**src/core/sfx_consts.vh**
```
`ifndef SFX_CONSTS_VH
`define SFX_CONSTS_VH

// ----------------------------------------
// instruction word layout
// ----------------------------------------
`define SFX_INSTR_W          16
`define SFX_DATA_W           32
`define SFX_ADDR_W           5
`define SFX_DELAY_MSB        12
`define SFX_DELAY_LSB        8
// no-operation encoding (mov y, y) used to clear a stalled forced word
`define SFX_NOP_WORD         16'hA042
`define SFX_INSTR_RESET      16'h0000
`define SFX_PC_RESET         5'h00

// ----------------------------------------
// latch source codes
// ----------------------------------------
`define SFX_SRC_NONE         2'h0
`define SFX_SRC_EXEC         2'h1
`define SFX_SRC_FORCED       2'h2

`endif

```
**src/core/sfx_latch.v**
```verilog
`timescale 1ns/1ps
`include "sfx_consts.vh"

// holds the single pending instruction shared by all injection paths
module sfx_latch (
    // clock and reset
    input  wire                     clk_in,
    input  wire                     rst_n_in,
    // load and clear
    input  wire                     load_in,
    input  wire [`SFX_INSTR_W-1:0]  load_word_in,
    input  wire [1:0]               load_src_in,
    input  wire                     clear_in,
    // stored word
    output reg  [`SFX_INSTR_W-1:0]  word_out,
    output reg  [1:0]               src_out
);

    always @(posedge clk_in or negedge rst_n_in) begin
        if (!rst_n_in) begin
            word_out <= `SFX_INSTR_RESET;
            src_out  <= `SFX_SRC_NONE;
        end else if (load_in) begin
            // load beats clear: a new stall or exec word must not be lost
            word_out <= load_word_in;
            src_out  <= load_src_in;
        end else if (clear_in) begin
            src_out  <= `SFX_SRC_NONE;
        end
    end

endmodule // sfx_latch

```
**src/core/sfx_exec.v**
```verilog
// What this block does
// - instructions come from memory, move-to-exec, shift-out-to-exec and the forced register.
// - a software-written forced word executes at once instead of the fetched word.
// - forced words hold the program counter; resume after unless it jumped.
// - delay field of a forced word is ignored; no delay cycles follow.
// - a forced word executes on write without waiting for the clock divider enable; its latched retry waits for it.
// - a stalling forced word is latched and retried; stalled flag reads set meanwhile.
// - restart or a forced no-operation clears the latched word and stalled flag.
// - shift-out-to-exec takes one cycle; delivered word runs next execution cycle.
// - shift-out data goes to the latch; next cycle runs it, holding the counter.
// - at most one shift-out executes per cycle, even if the delivered word shifts.
// - a stalled forced word uses the shared latch, replacing anything pending.
// - a 32-bit shifted word executes its low 16 bits.
`timescale 1ns/1ps
`include "sfx_consts.vh"

module sfx_exec (
    // clock and reset
    input  wire                     clk_in,
    input  wire                     rst_n_in,
    // machine control
    input  wire                     enable_in,
    input  wire                     restart_in,
    input  wire                     divider_tick_in,
    // forced instruction register write
    input  wire                     forced_wr_in,
    input  wire [`SFX_INSTR_W-1:0]  forced_wdata_in,
    // instruction memory fetch
    input  wire [`SFX_INSTR_W-1:0]  imem_word_in,
    // feedback from the execute stage
    input  wire                     stall_in,
    input  wire                     jump_in,
    input  wire [`SFX_ADDR_W-1:0]   jump_target_in,
    input  wire                     wrap_in,
    input  wire [`SFX_ADDR_W-1:0]   wrap_target_in,
    input  wire                     out_exec_in,
    input  wire                     mov_exec_in,
    input  wire [`SFX_DATA_W-1:0]   exec_data_in,
    input  wire [`SFX_DELAY_MSB-`SFX_DELAY_LSB:0] delay_in,
    // to the execute stage
    output wire                     issue_out,
    output wire [`SFX_INSTR_W-1:0]  issue_word_out,
    output wire                     issue_forced_out,
    output wire                     out_allowed_out,
    output reg  [`SFX_ADDR_W-1:0]   pc_out,
    output wire                     execute_stalled_flag_out
);

    // ----------------------------------------
    // state
    // ----------------------------------------
    localparam [2:0] ST_FETCH = 3'b001;
    localparam [2:0] ST_LATCH = 3'b010;
    localparam [2:0] ST_DELAY = 3'b100;

    reg  [2:0]                  state_reg;
    reg  [2:0]                  state_next;
    reg  [4:0]                  delay_reg;
    reg  [4:0]                  delay_next;
    reg  [`SFX_ADDR_W-1:0]      pc_next;
    reg                         last_out_reg;
    wire [`SFX_INSTR_W-1:0]     latch_word;
    wire [1:0]                  latch_src;
    wire                        latch_load;
    wire [`SFX_INSTR_W-1:0]     latch_load_word;
    wire [1:0]                  latch_load_src;
    wire                        latch_clear;
    wire                        forced_nop;
    wire                        from_latch;
    wire                        tick;
    wire                        forced_stall;
    wire                        exec_load;
    wire                        latched_forced;
    wire                        latch_load_ok;

    // ----------------------------------------
    // instruction source selection
    // ----------------------------------------
    assign forced_nop  = forced_wr_in && (forced_wdata_in == `SFX_NOP_WORD);
    assign from_latch  = (state_reg == ST_LATCH);
    assign tick        = enable_in && divider_tick_in;
    // forced words bypass divider tick and delay countdown
    assign issue_forced_out = enable_in && forced_wr_in && !forced_nop;
    assign issue_out   = issue_forced_out ||
                         (tick && (state_reg != ST_DELAY));
    assign issue_word_out = issue_forced_out ? forced_wdata_in :
                            (from_latch ? latch_word : imem_word_in);
    // a word delivered by shift-out may not shift out again this cycle
    assign out_allowed_out = !(from_latch && last_out_reg && !issue_forced_out);

    assign forced_stall = issue_forced_out && stall_in;
    assign exec_load    = issue_out && !stall_in && (out_exec_in || mov_exec_in);

    // stalled forced word takes the latch, overwriting a pending exec word
    assign latch_load      = forced_stall || exec_load;
    assign latch_load_word = forced_stall ? forced_wdata_in :
                             exec_data_in[`SFX_INSTR_W-1:0];
    assign latch_load_src  = forced_stall ? `SFX_SRC_FORCED : `SFX_SRC_EXEC;
    // restart or forced no-operation drops whatever is pending
    assign latch_clear     = restart_in || forced_nop ||
                             (from_latch && issue_out && !stall_in && !issue_forced_out);
    // restart and a forced no-operation must win over any load
    assign latch_load_ok   = latch_load && !restart_in && !forced_nop;

    // ----------------------------------------
    // stalled flag
    // ----------------------------------------
    // flag is just the latch owner, so it can never disagree with the latch
    assign execute_stalled_flag_out = (latch_src == `SFX_SRC_FORCED);
    // a retried forced word sits in the latch but still skips its delay
    assign latched_forced  = from_latch && (latch_src == `SFX_SRC_FORCED);

    // ----------------------------------------
    // shared instruction latch
    // ----------------------------------------
    sfx_latch u_latch (
        .clk_in       (clk_in),
        .rst_n_in     (rst_n_in),
        .load_in      (latch_load_ok),
        .load_word_in (latch_load_word),
        .load_src_in  (latch_load_src),
        .clear_in     (latch_clear),
        .word_out     (latch_word),
        .src_out      (latch_src)
    );

    // ----------------------------------------
    // program counter and sequencing
    // ----------------------------------------
    always @* begin
        state_next = state_reg;
        delay_next = delay_reg;
        pc_next    = pc_out;
        if (restart_in) begin
            state_next = ST_FETCH;
            delay_next = 5'h00;
        end else if (issue_forced_out) begin
            // pc holds unless the forced word jumps; no delay applied
            if (!stall_in && jump_in) begin
                pc_next = jump_target_in;
            end
            if (stall_in || exec_load) begin
                state_next = ST_LATCH;
            end else if (latched_forced) begin
                state_next = ST_FETCH;
            end
        end else if (forced_nop) begin
            // a running delay is the program's own, so it is kept, but it does not count down this cycle
            if (state_reg == ST_DELAY) begin
                state_next = ST_DELAY;
            end else begin
                state_next = ST_FETCH;
            end
        end else if (tick) begin
            case (state_reg)
                ST_DELAY: begin
                    delay_next = delay_reg - 5'h01;
                    if (delay_reg == 5'h01) begin
                        state_next = ST_FETCH;
                    end
                end
                default: begin
                    // a stalled word repeats on the next tick, pc untouched
                    if (!stall_in) begin
                        if (jump_in) begin
                            pc_next = jump_target_in;
                        end else if (!from_latch) begin
                            if (wrap_in) begin
                                pc_next = wrap_target_in;
                            end else begin
                                pc_next = pc_out + 5'h01;
                            end
                        end
                        if (exec_load) begin
                            state_next = ST_LATCH;
                        end else if ((delay_in != 5'h00) && !latched_forced) begin
                            state_next = ST_DELAY;
                            delay_next = delay_in;
                        end else begin
                            state_next = ST_FETCH;
                        end
                    end
                end
            endcase
        end
    end

    // ----------------------------------------
    // registers
    // ----------------------------------------
    always @(posedge clk_in or negedge rst_n_in) begin
        if (!rst_n_in) begin
            state_reg <= ST_FETCH;
            delay_reg <= 5'h00;
        end else begin
            state_reg <= state_next;
            delay_reg <= delay_next;
        end
    end

    always @(posedge clk_in or negedge rst_n_in) begin
        if (!rst_n_in) begin
            pc_out <= `SFX_PC_RESET;
        end else begin
            pc_out <= pc_next;
        end
    end

    // ----------------------------------------
    // shift-out memory
    // ----------------------------------------
    // remember that the pending word came via a shift-out
    always @(posedge clk_in or negedge rst_n_in) begin
        if (!rst_n_in) begin
            last_out_reg <= 1'b0;
        end else if (exec_load) begin
            last_out_reg <= out_exec_in;
        end
    end

endmodule // sfx_exec

```
**config.mk**
```make
export PLATFORM = sky130hd
export DESIGN_NAME = sfx_exec
export DESIGN_NICKNAME = d
export VERILOG_FILES = /design/src/core/sfx_latch.v /design/src/core/sfx_exec.v
export VERILOG_INCLUDE_DIRS = /design/src /design/src/core
export SDC_FILE = /design/constraint.sdc
export NUM_CORES = 1
export LEC_CHECK = 0
export BUFFER_PORTS_ARGS = -buffer_cell sky130_fd_sc_hd__buf_4
export CAP_MARGIN = 15
export CORE_MARGIN = 3
export CORE_UTILIZATION = 45
export DETAILED_ROUTE_END_ITERATION = 6
export PLACE_DENSITY = 0.76
export SLEW_MARGIN = 40
export SYNTH_ARGS = -nofsm -noshare
export SYNTH_HDL_FRONTEND = slang
export SYNTH_SLANG_ARGS = --single-unit
```
**constraint.sdc**
```tcl
create_clock -name clk_in -period 3.6 [get_ports clk_in]
set_clock_uncertainty 0.15 [all_clocks]
set_input_delay 0.54 -clock clk_in [delete_from_list [all_inputs] [get_ports clk_in]]
set_output_delay 0.54 -clock clk_in [all_outputs]
set_load 0.01 [all_outputs]
```
==> results.cfg <==
[place]
post-place-ws_ns = 0.560
place_congestion = 0.891
dp_hpwl_mm = 4.97
numPortBuffers = 98

[detailed_routing]
routed_wl_mm = 6.77
ant_nets = 0
dr.pass1.iters = 4
vias = 2400
wl_per_cell_um = 15.8
drcViolationCount = 0
vias_per_cell = 5.62
drtIter0Drc = 127

[sta]
setup_viol = 0
period_share_pct = 84.3
worstMarginPinSlew_ns = 0.672
period_minus_slack_ns = 3.04
finalSetupTns_ns = 0
hold_viol = 0
fin_ws_ns = 0.564
fmax_mhz = 329
report.final.slew_viol_count = 0
rsz0062_at_grt = no
slew_headroom_pct = 55.2

[yosys]
synth_fa_ha_area_share_pct = 1.62
synth-seq-cells = 32
synthMuxAreaShare_pct = 11.0
netlist_area_sq_um = 2310
seq_area_frac_synth_pct = 34.7
synth_top_cell_area_share_pct = 33.5
syn_inst = 265
synth-compound-area-share_pct = 24.4
yosysMostFrequentCell = dfrtp_1
synth_edf_count = 0
async_flop_share_pct = 100
synth.net_count = 358
synth_xor_area_share_pct = 1.14
synthTopCellsByArea = dfrtp_1, mux2i_1, a221o_1
synth_common_cells = dfrtp_1, nor2_1, a21oi_1
synth_flop_cell = dfrtp_1
ys_warn_count = 0
synthSimpleGateAreaFrac_pct = 22.6
synth_top_family_by_area = compound AO/OA/AOI/OAI gates
syn-mean-instance-area_sq_um = 8.73
yosysUniqueCellTypes = 52
synth_top_cell_by_area = dfrtp_1

[floorplanning]
die_area_sq_um = 6030
start_util_pct = 47.7
rows = 25
fp.dieW_um = 77.7
coreArea_sq_um = 4850
io_pins = 115
die_h_um = 77.7

[grt]
grt_start_max_net_pins = 35
grt_usage_pct = 23.1
grt_pass1_wl_mm = 11.3
grt-ovfl-total = 0
grt_pass1_vias = 2376
antenna_found_initial = 0

[cells_and_area]
fill_cells = 414
largest_register_ffs = 16
nNetsFinal = 452
syn_to_final_growth_pct = 38.3
multi_input_area_sq_um = 1430
final_layout_size_suffix_gt1_share_pct = 34.7
antenna_cells = 0
seqCellArea_sq_um = 802

[setup_path]
critPathKind = input pin to output pin
r2r_end = pc_out[0]
crit_required_ns = 2.91
critPathArrivalTime_ns = 2.35
cp-start-kind = input pin
cp-end-kind = output pin
critPathMaxStageDelay_ns = 0.52
crit_fanout = 34
crit-reg2reg-launch = state_reg[0]
path_cells = buf_4 -> nor4b_1 -> nand2_1 -> o21ai_4 -> buf_4 -> nor2_1 -> a21oi_1 -> buf_4
cpMostUsedCell = buf_4
crit_buf_inv = 3
cp_top_family = simple AND/OR/NAND/NOR gates
reg2reg_depth = 5
cp_slowest_cell = nor4b_1
reg2reg_slack_ns = 1.08

[clock_network]
cts-root-buf = clkbuf_8
cts_max_path_buffers = 2
clkTransAtPathRegs_ns = 0.06
hold_buffers = 0
cts_tree = built
cts_resized = 0
htreeDepth = 2
clock_latency_ns = 0.29
cts_setup_buffers = 0
numCtsBuffers = 5
clock-sinks = 32

[outcome]
status = completed

[pwr]
irDropWorstVdd_v = 0.000218
p_leak_nw = 1.43
power.density_cell_area_nw_per_um2 = 355

[min_path]
holdCritPathClass = input pin to asynchronous set/reset pin

[flow_run]
drv_cap = 0
-- layout by cell type (no fill, tap or decap), types with 3 or more instances in the layout --
cell type	instances
nor4b_1	3
a21oi_1	24
nor2b_1	14
nand2_1	20
clkbuf_1	3
clkbuf_8	5
ha_1	3
nand3_1	7
inv_1	4
o2bb2ai_1	3
o21ai_0	15
nor2_1	30
mux2i_1	21
nor4_1	3
a221o_1	17
nor3_1	6
buf_4	103
mux2_2	4
and2b_1	4
a31o_2	3
dfrtp_1	31
-- worst register-to-register path, stage by stage, from the launching register on --
cell and delay (ns):
dfstp_2 0.55, or3b_2 0.27, nand3_1 0.32, o2bb2ai_1 0.21, or4_1 0.58, a221oi_1 0.34
-- final cells by class --
cell class,instances,area share (%)
tap,67,2.62
clock buffer,8,2.50
inverter,5,0.587
multi-input combinational,211,44.7
sequential,32,25.1
timing repair buffer,104,24.5
-- metrics by stage --
stage / utilization [%] / instances / power [mW] / hold WS (ns) / instance area (sq um)
6_report: 66.0 / 427 / 1.13 / 0.0332 / 3200
2_1_floorplan: - / 265 / 0.690 / 0.0944 / 2310
5_1_grt: 66.0 / 427 / 1.21 / 0.0626 / 3200
3_5_place_dp: 64.2 / 419 / 0.874 / 0.350 / 3110
3_3_place_gp: 63.9 / 418 / 0.864 / 0.345 / 3100
4_1_cts: 65.8 / 427 / 1.15 / 0.0513 / 3190
-- worst max-delay path by stage --
stage / to / startpoint / cells after the start / slack, ns
finish: issue_word_out[15] / forced_wdata_in[8] / 8 / 0.56
global route: issue_word_out[14] / forced_wdata_in[8] / 8 / 0.44
CTS: issue_word_out[0] / forced_wdata_in[8] / 8 / 0.56
detailed placement: issue_word_out[0] / forced_wdata_in[8] / 8 / 0.56
global placement: issue_word_out[15] / forced_wdata_in[8] / 8 / 0.58
floorplan: issue_word_out[0] / forced_wdata_in[5] / 6 / 1.01
-- cells by family (layout without fill, tap and decap cells) --
kind of cell / Yosys count / count (layout)
AND/OR/NAND/NOR: 102 / 102
XOR/XNOR: 3 / 3
buffers and inverters: 22 / 117
adder cells (fa/ha/maj): 3 / 3
flip-flops: 32 / 32
multiplexers: 25 / 25
AO/OA/AOI/OAI: 78 / 78
-- layer usage --
metal	track usage (%)	share of wire, %
met2	38.0	49
met3	4.64	6.3
met4	7.83	1.4
met5	0	0
met1	30.0	43
-- power breakdown --
part / switching [mW] / internal, mW
registers: 0.0480 / 0.425
clock network: 0.131 / 0.137
logic: 0.176 / 0.218
total: 0.354 / 0.781
Power figures use the tool's default switching activity.
